<file path="src/diag_consts.vh">
// Constants for the fieldbus slave diagnostic response builder
`ifndef DIAG_CONSTS_VH
`define DIAG_CONSTS_VH
// Register byte offsets
`define OFF_CTRL      8'h00
`define OFF_STATUS    8'h04
`define OFF_IRQ_STAT  8'h08
`define OFF_IRQ_MASK  8'h0c
`define OFF_IDENT     8'h10
`define OFF_MSG       8'h14
`define OFF_USER      8'h18
`define OFF_USER_DATA 8'h1c
`define OFF_MASTER    8'h20
// Station status byte 0 fields
`define S0_NOT_READY  1
`define S0_CFG_FAULT  2
`define S0_EXT_DIAG   3
`define S0_UNSUPP     4
`define S0_BAD_PARAM  6
// Station status byte 1 fields
`define S1_NEED_PARAM 0
`define S1_STATIC     1
`define S1_FIXED_ONE  2
`define S1_WATCHDOG   3
`define S1_FREEZE     4
`define S1_SYNC       5
// Station status byte 2 field
`define S2_OVERFLOW   7
// Device-specific header: length 10, code 00
`define DEV_HDR       8'h0a
// Message codes
`define MSG_PRM_LEN   8'h12
`define MSG_CFG_LEN   8'h13
`define MSG_CFG_ENTRY 8'h14
`define MSG_BUF_CALC  8'h15
`define MSG_NO_CFG    8'h16
`define MSG_MISMATCH  8'h17
`define MSG_USER_OK   8'h40
// Host status byte
`define HST_VALID     0
`define HST_DELETE    1
`define HST_IGNORED   8'h03
// Response framing
`define DIAG_LEN      5'd16
`define USER_FIRST    5'd11
// Interrupt bits
`define IRQ_SENT      0
`define IRQ_AUTO      1
`define IRQ_OVF       2
`define IDENT_RESET   16'h1234
`endif

</file>
<file path="src/diag_trigger.v">
// Host status byte edge detector that starts a user diagnostic
`include "diag_consts.vh"
module diag_trigger (
   input  wire       aclk,
   input  wire       aresetn,
   input  wire       wr_stb,
   input  wire [7:0] status_new,
   output reg  [7:0] status_reg,
   output reg        start_pulse
);
   // Valid bit 0->1 starts sending; pattern 03 never starts
   always @(posedge aclk) begin
      if (!aresetn) begin
         status_reg  <= 8'h00;
         start_pulse <= 1'b0;
      end else begin
         start_pulse <= 1'b0;
         if (wr_stb) begin
            status_reg <= status_new;
            if (!status_reg[`HST_VALID] && status_new[`HST_VALID]
                && status_new != `HST_IGNORED) begin
               start_pulse <= 1'b1;
            end
         end
      end
   end
endmodule

</file>
<file path="src/diag_serializer.v">
// Streams the 16-byte response one byte per accepted beat
`include "diag_consts.vh"
module diag_serializer (
   input  wire         aclk,
   input  wire         aresetn,
   input  wire         start,
   input  wire [127:0] frame,
   input  wire         tx_ready,
   output reg          tx_valid,
   output reg  [7:0]   tx_data,
   output reg          tx_last,
   output wire         busy
);
   reg [127:0] shift_reg;
   reg [4:0]   left_reg;
   assign busy = (left_reg != 5'd0);
   // Frame latched at start so later host writes cannot tear it
   always @(posedge aclk) begin
      if (!aresetn) begin
         shift_reg <= 128'h0;
         left_reg  <= 5'd0;
         tx_valid  <= 1'b0;
         tx_data   <= 8'h00;
         tx_last   <= 1'b0;
      end else if (!busy && start) begin
         shift_reg <= {8'h00, frame[127:8]};
         tx_data   <= frame[7:0];
         tx_valid  <= 1'b1;
         tx_last   <= 1'b0;
         left_reg  <= `DIAG_LEN;
      end else if (tx_valid && tx_ready) begin
         left_reg  <= left_reg - 5'd1;
         tx_data   <= shift_reg[7:0];
         shift_reg <= {8'h00, shift_reg[127:8]};
         tx_valid  <= (left_reg != 5'd1);
         tx_last   <= (left_reg == 5'd2);
      end
   end
endmodule

</file>
<file path="src/diag_builder.v">
// Fieldbus slave diagnostic response builder with AXI4-Lite registers
//
// Contract
// - A response is sent on each master request and on its own when an error arises; a start while one runs and one waits is dropped.
// - Bytes 0 to 5 hold station status and bytes 6 to 15 hold device-specific data.
// - Bytes 11 to 15 come from host-writable user data registers.
// - The host can start a transmission and change the user data through registers.
// - Byte 0 carries not-ready, config fault, ext diag, unsupported, bad param; bits 0,5,7 zero.
// - Byte 1 carries need-param, static, watchdog; bit 2 is one, bits 6 and 7 zero.
// - Byte 1 bits 4 and 5 set once freeze or sync commands arrive.
// - Byte 2 bit 7 flags overflow, bits 0 to 6 are reserved zero.
// - Byte 3 holds the master address captured at parametrization.
// - Byte 6 is length and code, byte 7 the message, bytes 8 to 10 reserved zero.
// - Slave input area maps to master output area and vice versa.
// - Byte 7 reports codes 12h to 17h for errors and 40h for valid user data.
// - A 0 to 1 change of the host status byte starts sending, but value 03 is ignored.
// - Host status bit 0 marks user data valid, bit 1 deletes the diagnostic.
//
// Register access over AXI4-Lite and the register addresses were decided locally.
`include "diag_consts.vh"
module diag_builder (
   input  wire        aclk,
   input  wire        aresetn,
   // AXI4-Lite slave
   input  wire [7:0]  s_axi_awaddr,
   input  wire        s_axi_awvalid,
   output wire        s_axi_awready,
   input  wire [31:0] s_axi_wdata,
   input  wire [3:0]  s_axi_wstrb,
   input  wire        s_axi_wvalid,
   output wire        s_axi_wready,
   output reg  [1:0]  s_axi_bresp,
   output reg         s_axi_bvalid,
   input  wire        s_axi_bready,
   input  wire [7:0]  s_axi_araddr,
   input  wire        s_axi_arvalid,
   output wire        s_axi_arready,
   output reg  [31:0] s_axi_rdata,
   output reg  [1:0]  s_axi_rresp,
   output reg         s_axi_rvalid,
   input  wire        s_axi_rready,
   // Protocol engine events, same clock
   input  wire        diag_req,
   input  wire        prm_done,
   input  wire [7:0]  prm_master_addr,
   input  wire        freeze_cmd,
   input  wire        sync_cmd,
   input  wire        not_ready,
   input  wire        cfg_fault,
   input  wire        unsupported,
   input  wire        bad_param,
   input  wire        need_param,
   input  wire        watchdog_on,
   input  wire [2:0]  fault_code,
   // Response byte stream towards the bus master
   output wire        tx_valid,
   input  wire        tx_ready,
   output wire [7:0]  tx_data,
   output wire        tx_last,
   output wire        irq
);
   // Write channel capture
   reg         aw_held_reg;
   reg         w_held_reg;
   reg  [7:0]  awaddr_reg;
   reg  [31:0] wdata_reg;
   reg  [3:0]  wstrb_reg;

   // Host registers and latched events
   reg  [7:0]  ctrl_reg;
   reg  [15:0] ident_reg;
   reg  [39:0] user_reg;
   reg  [7:0]  master_reg;
   reg         freeze_reg;
   reg         sync_reg;
   reg         overflow_reg;
   reg         pend_reg;
   reg  [2:0]  irq_stat_reg;
   reg  [2:0]  irq_mask_reg;
   reg  [2:0]  fault_last_reg;

   // Internal strobes
   wire [7:0]  host_status;
   wire        host_start;
   wire        busy;
   wire        do_write;
   wire        wr_user;
   wire        auto_err;
   wire        want_send;
   wire        sent;
   wire        ctrl_send;
   wire        ser_start;
   wire        ovf_event;
   wire        stat_clr;

   // Response assembly
   reg  [7:0]  msg_code;
   wire [7:0]  byte0;
   wire [7:0]  byte1;
   wire [7:0]  byte2;
   wire [127:0] frame;
   wire [31:0] wmask;

   // Write channels taken in either order, held until both are in
   assign s_axi_awready = !aw_held_reg && !s_axi_bvalid;
   assign s_axi_wready  = !w_held_reg && !s_axi_bvalid;
   assign do_write      = aw_held_reg && w_held_reg && !s_axi_bvalid;
   assign wmask = {{8{wstrb_reg[3]}}, {8{wstrb_reg[2]}},
                   {8{wstrb_reg[1]}}, {8{wstrb_reg[0]}}};
   assign wr_user = do_write && awaddr_reg == `OFF_USER && wstrb_reg[0];

   always @(posedge aclk) begin
      if (!aresetn) begin
         aw_held_reg  <= 1'b0;
         w_held_reg   <= 1'b0;
         awaddr_reg   <= 8'h00;
         wdata_reg    <= 32'h0;
         wstrb_reg    <= 4'h0;
         s_axi_bvalid <= 1'b0;
         s_axi_bresp  <= 2'b00;
      end else begin
         if (s_axi_awvalid && s_axi_awready) begin
            aw_held_reg <= 1'b1;
            awaddr_reg  <= s_axi_awaddr;
         end
         if (s_axi_wvalid && s_axi_wready) begin
            w_held_reg <= 1'b1;
            wdata_reg  <= s_axi_wdata;
            wstrb_reg  <= s_axi_wstrb;
         end
         if (do_write) begin
            aw_held_reg  <= 1'b0;
            w_held_reg   <= 1'b0;
            s_axi_bvalid <= 1'b1;
            // Read-only and unmapped offsets answer SLVERR and change nothing
            case (awaddr_reg)
               `OFF_CTRL, `OFF_IRQ_STAT, `OFF_IRQ_MASK, `OFF_IDENT,
               `OFF_USER, `OFF_USER_DATA: s_axi_bresp <= 2'b00;
               default: s_axi_bresp <= 2'b10;
            endcase
         end else if (s_axi_bvalid && s_axi_bready) begin
            s_axi_bvalid <= 1'b0;
         end
      end
   end

   // Host-written registers
   always @(posedge aclk) begin
      if (!aresetn) begin
         ctrl_reg     <= 8'h00;
         ident_reg    <= `IDENT_RESET;
         user_reg     <= 40'h0;
         irq_mask_reg <= 3'h0;
      end else if (do_write) begin
         case (awaddr_reg)
            `OFF_CTRL: ctrl_reg <= (ctrl_reg & ~wmask[7:0]) | (wdata_reg[7:0] & wmask[7:0]);
            `OFF_IRQ_MASK: irq_mask_reg <= wdata_reg[2:0] & wmask[2:0];
            `OFF_IDENT: ident_reg <= (ident_reg & ~wmask[15:0])
                                   | (wdata_reg[15:0] & wmask[15:0]);
            `OFF_USER: user_reg[7:0] <= (user_reg[7:0] & ~wmask[15:8])
                                      | (wdata_reg[15:8] & wmask[15:8]);
            `OFF_USER_DATA: user_reg[39:8] <= (user_reg[39:8] & ~wmask)
                                            | (wdata_reg & wmask);
            default: ctrl_reg <= ctrl_reg;
         endcase
      end
   end

   // Status byte lives in byte lane 0 of the user register
   diag_trigger u_trigger (
      .aclk        (aclk),
      .aresetn     (aresetn),
      .wr_stb      (wr_user),
      .status_new  (wdata_reg[7:0]),
      .status_reg  (host_status),
      .start_pulse (host_start)
   );

   // A change to a nonzero fault code raises an unsolicited diagnostic
   assign auto_err  = (fault_code != 3'd0) && (fault_code != fault_last_reg);
   assign ctrl_send = do_write && awaddr_reg == `OFF_CTRL && wstrb_reg[0] && wdata_reg[0];
   assign want_send = diag_req || host_start || auto_err || ctrl_send;
   assign sent      = tx_valid && tx_ready && tx_last;
   // A start refused while one already waits is lost, so it is flagged
   assign ovf_event = want_send && busy && pend_reg;
   // A waiting request goes out as soon as the serializer is idle
   assign ser_start = want_send || pend_reg;
   assign stat_clr  = do_write && awaddr_reg == `OFF_IRQ_STAT;

   // Latched events; a set beats a clear in the same cycle
   always @(posedge aclk) begin
      if (!aresetn) begin
         master_reg     <= 8'h00;
         freeze_reg     <= 1'b0;
         sync_reg       <= 1'b0;
         overflow_reg   <= 1'b0;
         pend_reg       <= 1'b0;
         fault_last_reg <= 3'd0;
         irq_stat_reg   <= 3'h0;
      end else begin
         fault_last_reg <= fault_code;
         if (prm_done) begin
            master_reg <= prm_master_addr;
            freeze_reg <= 1'b0;
            sync_reg   <= 1'b0;
         end
         if (freeze_cmd) freeze_reg <= 1'b1;
         if (sync_cmd) sync_reg <= 1'b1;
         // Flag rides in the waiting frame's snapshot, then clears
         if (ovf_event) overflow_reg <= 1'b1;
         else if (!busy && pend_reg) overflow_reg <= 1'b0;
         if (want_send && busy) pend_reg <= 1'b1;
         else if (!busy) pend_reg <= 1'b0;
         // Clear first, so an event in the same cycle still lands
         if (stat_clr)
            irq_stat_reg <= irq_stat_reg & ~(wdata_reg[2:0] & wmask[2:0]);
         if (sent) irq_stat_reg[`IRQ_SENT] <= 1'b1;
         if (auto_err) irq_stat_reg[`IRQ_AUTO] <= 1'b1;
         if (ovf_event) irq_stat_reg[`IRQ_OVF] <= 1'b1;
      end
   end

   // Level interrupt while any unmasked status bit is set
   assign irq = |(irq_stat_reg & irq_mask_reg);

   // Message code: errors first, then valid user data unless deleted
   always @* begin
      case (fault_code)
         3'd1: msg_code = `MSG_PRM_LEN;
         3'd2: msg_code = `MSG_CFG_LEN;
         3'd3: msg_code = `MSG_CFG_ENTRY;
         3'd4: msg_code = `MSG_BUF_CALC;
         3'd5: msg_code = `MSG_NO_CFG;
         3'd6: msg_code = `MSG_MISMATCH;
         default: msg_code = (host_status[`HST_VALID] && !host_status[`HST_DELETE])
                             ? `MSG_USER_OK : 8'h00;
      endcase
   end

   // Station status bytes; fixed bits wired, reserved bits zero
   assign byte0 = {1'b0, bad_param, 1'b0, unsupported, ctrl_reg[1],
                   cfg_fault, not_ready, 1'b0};
   assign byte1 = {2'b00, sync_reg, freeze_reg, watchdog_on, 1'b1,
                   ctrl_reg[2], need_param};
   assign byte2 = {overflow_reg, 7'h00};
   // Byte 0 in the low lane so it leaves first
   // User lanes pass straight from the host's side to the master's view
   assign frame = {user_reg[39:8],            // bytes 12..15
                   user_reg[7:0],             // byte 11
                   8'h00,                     // byte 10
                   8'h00,                     // byte 9
                   8'h00,                     // byte 8
                   msg_code,                  // byte 7
                   `DEV_HDR,                  // byte 6
                   ident_reg[7:0],            // byte 5
                   ident_reg[15:8],           // byte 4
                   master_reg, byte2, byte1, byte0};

   // Snapshot at start keeps a frame whole while the host rewrites it
   diag_serializer u_ser (
      .aclk     (aclk),
      .aresetn  (aresetn),
      .start    (ser_start),
      .frame    (frame),
      .tx_ready (tx_ready),
      .tx_valid (tx_valid),
      .tx_data  (tx_data),
      .tx_last  (tx_last),
      .busy     (busy)
   );

   // Read channel, one outstanding read
   assign s_axi_arready = !s_axi_rvalid;
   always @(posedge aclk) begin
      if (!aresetn) begin
         s_axi_rvalid <= 1'b0;
         s_axi_rdata  <= 32'h0;
         s_axi_rresp  <= 2'b00;
      end else if (s_axi_arvalid && s_axi_arready) begin
         s_axi_rvalid <= 1'b1;
         s_axi_rresp  <= 2'b00;
         // Unmapped offsets read zero and answer SLVERR
         case (s_axi_araddr)
            `OFF_CTRL:      s_axi_rdata <= {24'h0, ctrl_reg};
            `OFF_STATUS:    s_axi_rdata <= {byte0, byte1, byte2, 5'h0, pend_reg,
                                            overflow_reg, busy};
            `OFF_IRQ_STAT:  s_axi_rdata <= {29'h0, irq_stat_reg};
            `OFF_IRQ_MASK:  s_axi_rdata <= {29'h0, irq_mask_reg};
            `OFF_IDENT:     s_axi_rdata <= {16'h0, ident_reg};
            `OFF_MSG:       s_axi_rdata <= {24'h0, msg_code};
            `OFF_USER:      s_axi_rdata <= {16'h0, user_reg[7:0], host_status};
            `OFF_USER_DATA: s_axi_rdata <= user_reg[39:8];
            `OFF_MASTER:    s_axi_rdata <= {24'h0, master_reg};
            default: begin
               s_axi_rdata <= 32'h0;
               s_axi_rresp <= 2'b10;
            end
         endcase
      end else if (s_axi_rvalid && s_axi_rready) begin
         s_axi_rvalid <= 1'b0;
      end
   end
endmodule

</file>
<file path="config.mk">
export PLATFORM = sky130hd
export DESIGN_NAME = diag_builder
export DESIGN_NICKNAME = d
export VERILOG_FILES = /design/src/diag_trigger.v /design/src/diag_serializer.v /design/src/diag_builder.v
export VERILOG_INCLUDE_DIRS = /design/src
export SDC_FILE = /design/constraint.sdc
export NUM_CORES = 1
export LEC_CHECK = 0
export BUFFER_PORTS_ARGS = -buffer_cell sky130_fd_sc_hd__buf_2
export CAP_MARGIN = 0
export CORE_MARGIN = 5
export CORE_UTILIZATION = 59
export DETAILED_ROUTE_END_ITERATION = 10
export PLACE_DENSITY = 0.78
export SLEW_MARGIN = 25
export SYNTH_ARGS = -nofsm -noshare
export SYNTH_HDL_FRONTEND = slang
export SYNTH_SLANG_ARGS = --single-unit
</file>
<file path="constraint.sdc">
create_clock -name aclk -period 2.65 [get_ports aclk]
set_input_delay 0.265 -clock aclk [delete_from_list [all_inputs] [get_ports aclk]]
set_output_delay 0.265 -clock aclk [all_outputs]
set_load 0.01 [all_outputs]
</file>
# --- After elaboration in Yosys (flattened, before gate mapping) ---
# Cells that the tools add are included.
op_classes:
  n_addsub: 1
  muxes: 29
  n_reduce_logical: 60
  eq_ne: 24
  n_bitwise: 21
op_table:
  columns: ["op", "count"]
  rows:
  - ["$pmux 32 s9", 1]
  - ["$mux 120", 2]
  - ["$and 32x32->32", 2]
  - ["$eq 8x5->1 const B", 7]
  - ["$pmux 7 s6", 1]
  - ["$and 16x16->16", 2]
  - ["$and 8x8->8", 4]
  - ["$eq 8x4->1 const B", 4]
  - ["$not 32->32", 1]
  - ["$or 32x32->32", 1]
  - ["$logic_and 1x1->1", 25]
  - ["$mux 7", 3]
  - ["$reduce_bool 2->1", 9]
  - ["$mux 1", 17]
  - ["$logic_not 8->1", 2]
  - ["$not 16->16", 1]
  - ["$not 8->8", 2]
  - ["$or 16x16->16", 1]
  - ["$or 8x8->8", 2]
  - ["$reduce_and 2->1", 6]
  - ["$mux 5", 2]
  - ["$and 3x3->3", 3]
  - ["$eq 3x3->1 const B", 3]
  - ["$reduce_or 9->1", 1]
  - ["other kinds (21)", 33]
totals:
  inputBits: 81
  out_inout_bits: 52
  wordCells: 169
  ff_bits: 313

# --- Longest topological paths before layout ---
# Gate-level depths: netlist of the first run.
logic_depth:
  ltp_word: 9
  ltp_mapped: 9

# --- Hierarchy ---
# Synthesis of the first run repeated with hierarchy kept, for this count alone.
unflattened:
  hier_cells: 1653
  hier_area_um2: 13920.9
modules_own_cells:
  columns: ["module", "area_per_inst_um2", "cells_each", "instances"]
  rows:
  - ["diag_builder", 7403.4, 862, 1]
  - ["diag_serializer", 6168.4, 761, 1]
  - ["diag_trigger", 349.1, 30, 1]

# --- Least setup slack after synthesis of the first run ---
# Ideal clock, no wire load.
synth_timing:
  kind: "register -> register"
  from: "register s_axi_bvalid"
  to: "register u_ser.shift_reg[17]"
  stages_incl_launch_ff: 9
  t_required_ns: 2.508
  arrival_time_ns: 1.826
  setup_time_ns: 0.142
  period_less_slack_ns: 1.968
  slack_ns: 0.682
  cell_sequence: "dfxtp_1 -> buf_4 -> nand3b_4 -> nor3_2 -> a2111o_1 -> o21ai_1 -> buf_2 -> clkbuf_1 -> a311oi_1"
synth_between:
  elab_chain_cells: 9
synth_rtl:
  columns: ["item", "line", "text"]
  rows:
  - ["start, declared", "diag_builder.v:33", "output reg s_axi_bvalid,"]
  - ["start signal, assigned", "diag_builder.v:119", "s_axi_bvalid <= 1'b0;"]
  - ["start signal, assigned", "diag_builder.v:134", "s_axi_bvalid <= 1'b1;"]
  - ["start signal, assigned", "diag_builder.v:142", "s_axi_bvalid <= 1'b0;"]
  - ["$logic_not 1->1 *", "diag_builder.v:107", "assign do_write = aw_held_reg && w_held_reg && !s_axi_bvalid;"]
  - ["$logic_and 1x1->1 *", "diag_builder.v:107", null]
  - ["$logic_and 1x1->1 (no line) *", null, null]
  - ["$logic_and 1x1->1 * (2 in a row)", "diag_builder.v:181", "assign ctrl_send = do_write && awaddr_reg == `OFF_CTRL && wstrb_reg[0] && wdata_reg[0];"]
  - ["$logic_or 1x1->1 *", "diag_builder.v:182", "assign want_send = diag_req || host_start || auto_err || ctrl_send;"]
  - ["$logic_or 1x1->1 *", "diag_builder.v:187", "assign ser_start = want_send || pend_reg;"]
  - ["$logic_and 1x1->1 *", "diag_serializer.v:25", "end else if (!busy && start) begin"]
  - ["$mux 120 / $reduce_bool 2->1 (equally long branches)", null, null]
  - ["end signal, assigned", "diag_serializer.v:26", "shift_reg <= {8'h00, frame[127:8]};"]
  - ["end signal, assigned", "diag_serializer.v:34", "shift_reg <= {8'h00, shift_reg[127:8]};"]
  - ["end, declared", "diag_serializer.v:14", "reg [127:0] shift_reg;"]
# Mark *: on every way between the ends. The rest lies on a longest branch, timed or not.
# A chain may end at the register's enable or synchronous reset.

# --- Worst setup path after layout of the first run ---
layout_timing:
  from: "register awaddr_reg[3]"
  to: "register u_ser.shift_reg[31]"
layout_between:
  elab_chain_cells: 8
layout_rtl:
  columns: ["item", "line", "text"]
  rows:
  - ["start, declared", "diag_builder.v:65", "reg [7:0] awaddr_reg;"]
  - ["start signal, assigned", "diag_builder.v:124", "awaddr_reg <= s_axi_awaddr;"]
  - ["$logic_not 8->1 *", null, null]
  - ["$logic_and 1x1->1 (no line) *", null, null]
  - ["$logic_and 1x1->1 * (2 in a row)", "diag_builder.v:181", null]
  - ["$logic_or 1x1->1 *", "diag_builder.v:182", null]
  - ["$logic_or 1x1->1 *", "diag_builder.v:187", null]
  - ["$logic_and 1x1->1 *", "diag_serializer.v:25", null]
  - ["$mux 120 / $reduce_bool 2->1 (equally long branches)", null, null]
# Marked as above.

==> results of run 1 <==
-- cells in the final DEF (no fill, tap or decap), types with 31 or more instances in the layout --
| master | n |
|---|---|
| a311oi_1 | 67 |
| dfxtp_1 | 311 |
| nand3_1 | 59 |
| buf_4 | 34 |
| mux2i_1 | 67 |
| nand2_1 | 410 |
| buf_2 | 130 |
| nor2_1 | 80 |
| dlygate4sd3_1 | 58 |
| clkbuf_16 | 31 |
| a21oi_1 | 170 |
| nor3_1 | 79 |
-- worst paths after layout --
| kind | from | endpoint | slack (ns) | cells past startpoint |
|---|---|---|---|---|
| max | awaddr_reg[3] | u_ser.shift_reg[31] | 0.19 | 7 |
| min | fault_code[2] | fault_last_reg[2] | 0.04 | 2 |
| max reg2reg | awaddr_reg[3] | u_ser.shift_reg[31] | 0.19 | 7 |
| min reg2reg | u_ser.shift_reg[50] | u_ser.shift_reg[42] | 0.45 | 2 |
-- cells in the mapped netlist, types with 7 or more instances --
cell,number
o21ai_0,25
buf_2,26
nand2_1,412
nor2_1,80
inv_1,13
a22oi_1,20
nor3_1,79
buf_6,8
mux2i_1,67
and2_1,9
dfxtp_1,311
a21oi_1,170
nand3_1,59
a311oi_1,67
nor4_1,7
o22ai_1,7
clkbuf_1,86
a32o_1,7
and3_1,10
-- per-layer routing --
layer  up-vias  global-route usage, %
met5         -                      0
met4         0                   11.3
met3        81                   3.74
met2       571                   47.1
met1      5660                   42.7
li1       5672                      -
-- critical path, delay by kind of cell (launching register included) --
kind	cells	cell delay, ns
AO/OA/AOI/OAI	3	1.21
flip-flops	1	0.45
AND/OR/NAND/NOR	3	0.35
buffers and inverters	1	0.33
-- power breakdown --
part | leakage (uW) | internal, uW | switching (uW)
combinational | 0.00248 | 1110 | 1830
sequential | 0.00253 | 5290 | 429
clock | 0.000550 | 2870 | 1900
-- logic make-up (layout without fill, tap and decap cells) --
group                    Yosys count  count (layout)  share of synthesized area (%)
AO/OA/AOI/OAI                    332             332                           16.7
other                              1               2                         0.0294
flip-flops                       311             311                           48.9
XOR/XNOR                           7               7                          0.481
AND/OR/NAND/NOR                  684             684                           23.0
adder cells (fa/ha/maj)            4               4                          0.393
buffers and inverters            145             300                           5.15
multiplexers                      69              69                           5.44
-- stage by stage --
stage	hold WS [ns]	instances	total power (uW)
2_1_floorplan	0.364	1554	7680
3_3_place_gp	0.437	1869	8520
3_5_place_dp	0.443	1869	8590
4_1_cts	0.0301	1984	13400
5_1_grt	0.0450	1984	14000
6_report	0.0435	1984	13400
-- timing repair --
item,in CTS,in global routing
setup endpoints to repair,0,0
endpoints found under the hold margin,57,0
hold buffers,58,0
-- final cells by class --
cell class / instances / area [um2] / share of cell area, %
clock buffers: 42 / 897 / 5.87
clock inverters: 15 / 234 / 1.53
inverters: 14 / 57.6 / 0.376
multi-input cells: 1098 / 5900 / 38.6
flip-flops and latches: 311 / 6230 / 40.7
well taps: 275 / 344 / 2.25
repair buffers: 229 / 1630 / 10.6
==> impl_results.md, run 1 <==
* Cell area power density at 878 mW/mm2
* Metal-1 WL at 15,900 um
* Die X-Extent at 157 um
* Fin area at 0.0153 mm2
* Top Ports at 133
* Detailed Place HPWL at 25,000 um
* Synth Instances at 1,553
* Antenna cells at 0
* Drt via density at 6.04
* Root Buffer: clkbuf_16
* Fin crit period at 2.46 ns
* Post-DRT Antenna Nets at 0
* Via Count at 12,000
* Core footprint at 0.0212 mm2
* Post_cts resized at 0
* Outcome: completed
* Seq cells post-synth at 311
* Maximum VDD drop at 0.670 mV
* Top FF cell, synth: dfxtp_1
* Share of layout cells above drive strength 1 at 14.0%
* Routability congestion estimate from global placement at 0.982
* TritonRoute pass-1 iters at 5
* CP startpoint kind: flop
* WS Path Type: flop to flop
* Cell leakage power at 0.00556 uW
* Cts bufs inserted at 31
* Avg WL per Cell at 19.1 um
* Post-route DRC at 0
* Post-Syn Area at 0.0127 mm2
* Worst EP required at 3.13 ns
* CTS max path bufs at 3
* Worst path slowest cell: a2111o_1
* Layout fillers at 1,628
* Register area share after synthesis at 48.9%
* DP Area at 0.0136 mm2
* WL met3 at 3160 um
* Max_cap viols at 0
* Synth area leader: dfxtp_1
* Vias in the first global route at 11,100
* CP Capture Type: flop
* Top Metal Used: met4
* Die area at 0.0246 mm2
* Post-synth EDFFs at 0
* Die height at 157 um
* Clock latency on the worst-skew pair at 0.58 ns
* CP Max Fanout at 22
* # port buffers at 130
* YS warnings at 0
* WP data arrival at 2.94 ns
* Fin util at 72.3%
* Highest clock rate at 0.406 GHz
* Clock slew at reported path FFs at 0.06 ns
* Hold Vio Cnt, Final at 0
* RSZ-0062 raised after global routing: no
* Max-slew headroom at 41.5%
* Top cell type's share of synthesized area at 48.9%
* Maximum cell stage delay along the critical path at 0.47 ns
* Place WS at 0.268 ns
* Total Wirelength at 38,000 um
* Initial antenna violation count at 0
* Final setup fails at 0
* First-pass GRT wire length at 59,800 um
* Nets at 1,770
* Top post-synthesis cells by area: dfxtp_1 49%, nand2_1 12%, a21oi_1 6.7%
* Fin crit share at 92.9%
* Global route overflow at 0
* Crit-path cells: nor4_1 -> and2_1 -> a2111o_1 -> o21ba_4 -> buf_4 -> nor3_1 -> a311oi_1
* Starting Density at 60.2%
* Syn Area/Cell at 8.20 um2
* Rows at 53
* Postcts setup bufs at 0
* Synthesis-to-layout area growth at 20.0%
* Post-synthesis async set-or-reset flop share at 0%
* Pins over their slew limit at 0
* Setup slack after layout at 0.189 ns
* Slew @ Worst Pin at 0.874 ns
* Distinct cells, synth at 59
* CTS Sinks at 311
* CTS tree: done
* DR WL met2 at 17,400 um
* Total GRT Usage at 30.0%
* Detailed Route Iter0 Violations at 1,212
* Setup Skew at 0.0188 ns
* Largest net degree at the start of global routing at 84
* H-Tree Depth at 1
* Setup_tns at 0 ns
* Hold Path Class: input pin to flop
(Power assumes the default switching activity.)
==> inputs of run 2 (changes only) <==
--- a/config.mk
+++ b/config.mk
@@ -8,10 +8,12 @@
 export LEC_CHECK = 0
 export BUFFER_PORTS_ARGS = -buffer_cell sky130_fd_sc_hd__buf_2
 export CAP_MARGIN = 0
+export CELL_PAD_IN_SITES_DETAIL_PLACEMENT = 2
+export CELL_PAD_IN_SITES_GLOBAL_PLACEMENT = 2
 export CORE_MARGIN = 5
-export CORE_UTILIZATION = 59
+export CORE_UTILIZATION = 35
 export DETAILED_ROUTE_END_ITERATION = 10
-export PLACE_DENSITY = 0.78
+export PLACE_DENSITY = 0.77
 export SLEW_MARGIN = 25
 export SYNTH_ARGS = -nofsm -noshare
 export SYNTH_HDL_FRONTEND = slang
==> impl_results.md, run 2 (synthesized netlist as in run 1, its figures left out) <==
* Total GRT Usage at 23.8%
* Hold Vio Cnt, Final at 0
* Postcts setup bufs at 0
* WP data arrival at 2.92 ns
* Clock slew at reported path FFs at 0.06 ns
* CTS Sinks at 311
* Layout fillers at 4,002
* Post-route DRC at 0
* Detailed Place HPWL at 33,000 um
* CP Capture Type: flop
* TritonRoute pass-1 iters at 6
* Routability congestion estimate from global placement at 0.898
* Cts bufs inserted at 36
* Max-slew headroom at 35.8%
* Fin area at 0.0155 mm2
* Die area at 0.0403 mm2
* DP Area at 0.0138 mm2
* Slew @ Worst Pin at 0.958 ns
* Die height at 201 um
* Switching pwr at 4470 uW
* Root Buffer: clkbuf_16
* Post-DRT Antenna Nets at 0
* Outcome: completed
* Top Ports at 133
* Worst EP required at 3.07 ns
* CP startpoint kind: flop
* Sw frac at 32.5%
* Share of layout cells above drive strength 1 at 14.5%
* Maximum VDD drop at 0.449 mV
* Clock latency on the worst-skew pair at 0.53 ns
* Synthesis-to-layout area growth at 22.1%
* Clock power share at 35.8%
* Cell area power density at 884 mW/mm2
* Cell leakage power at 0.00559 uW
* Hold Path Class: input pin to flop
* Avg WL per Cell at 23.3 um
* Hold Path Origin: s_axi_awaddr[7]
* Final setup fails at 0
* Global route overflow at 0
* Fin crit share at 94.2%
* Cell internal pwr at 9270 uW
* CP Max Fanout at 20
* Rows at 69
* Vias in the first global route at 13,200
* CTS max path bufs at 3
* Die X-Extent at 201 um
* Commonest cells after routing, fill and taps aside: 410 x nand2_1, 311 x dfxtp_1, 170 x a21oi_1
* Worst Setup SP: awaddr_reg[0]
* First-pass GRT wire length at 77,500 um
* Max_cap viols at 0
* Starting Density at 35.6%
* Part of the power in registers at 41.9%
* Setup_tns at 0 ns
* Worst R2R Start: awaddr_reg[0]
* Comb pwr share at 22.3%
* Pins over their slew limit at 0
* Via Count at 12,200
* Total Wirelength at 50,800 um
* Highest clock rate at 0.401 GHz
* # port buffers at 130
* Most common cell after layout, fill and taps aside: nand2_1
* Nets at 1,775
* RSZ-0062 raised after global routing: no
* CTS tree: done
* Largest net degree at the start of global routing at 108
* WS Path Type: flop to flop
* Detailed Route Iter0 Violations at 645
* Core footprint at 0.0357 mm2
* Drt via density at 5.62
* Initial antenna violation count at 2
* Setup Skew at 0.0215 ns
* H-Tree Depth at 2
* Fin crit period at 2.50 ns
==> run 2: cell types whose count changed in the layout (fill, tap and decap cells not counted), moves of 2 or more <==
cell,previous run,this run
clkinvlp_4,3,1
bufinv_16,5,1
diode_2,0,2
clkbuf_16,31,38
buf_4,34,39
clkinv_2,5,8
dlygate4sd3_1,58,53
clkbuf_1,3,6
==> run 2: worst paths after layout <==
kind	end	slack, ns	cells after the start
max	u_ser.shift_reg[31]	0.15	7
min	awaddr_reg[7]	0.02	3
max reg2reg	u_ser.shift_reg[31]	0.15	7
min reg2reg	s_axi_rdata[24]	0.45	2
==> run 2: area by class of cell <==
type	count	area, um2	area share [%]
Tap cell	461	577	3.71
Multi-Input combinational cell	1099	5920	38.1
Clock inverter	11	93.8	0.604
Timing Repair Buffer	228	1590	10.3
Sequential cell	311	6230	40.1
Inverter	14	57.6	0.370
Clock buffer	51	1070	6.88
Antenna cell	2	5.00	0.0322
==> run 2: metal layers <==
| layer | vias to the layer above | track usage, % | share of wire [%] |
|---|---|---|---|
| li1 | 5673 | - | - |
| met1 | 6193 | 30.6 | 43 |
| met2 | 278 | 40.8 | 49 |
| met3 | 90 | 3.60 | 4.3 |
| met4 | 2 | 8.55 | 3.5 |
| met5 | - | 0 | 0.028 |
==> run 2: worst max-delay path, stage by stage (launching register included) <==
cell,delay [ns]
dfxtp_1,0.39
nor4_1,0.09
and2_1,0.18
a2111o_1,0.53
o21ba_4,0.49
buf_4,0.32
nor3_1,0.08
a311oi_1,0.28
==> run 2: what timing repair did <==
item / CTS / global route
hold buffers: 53 / 0
endpoints found under the setup margin: 0 / 15
gates resized for setup: 0 / 1
hold endpoints to repair: 53 / 0
==> run 2: stage by stage <==
step                total power, uW  utilization [%]  hold WS, ns  std cells  worst slack [ns]
floorplan                      7680                -        0.364       1554             0.682
global placement               8680             38.7        0.436       2059             0.243
detailed placement             8800             38.7        0.444       2059             0.116
CTS                           13800             43.4      0.00381       2174            0.0809
global route                  14400             43.5       0.0214       2177            0.0350
finish                        13700             43.5       0.0202       2177             0.155
==> run 2: power groups by stage <==
stage | registers (uW) | clock network (uW) | logic (uW)
2_1_floorplan | 5660 | 0 | 2020
3_3_place_gp | 5810 | 0 | 2860
3_5_place_dp | 5840 | 0 | 2960
4_1_cts | 5750 | 5040 | 3050
5_1_grt | 5810 | 5230 | 3360
6_report | 5760 | 4930 | 3070
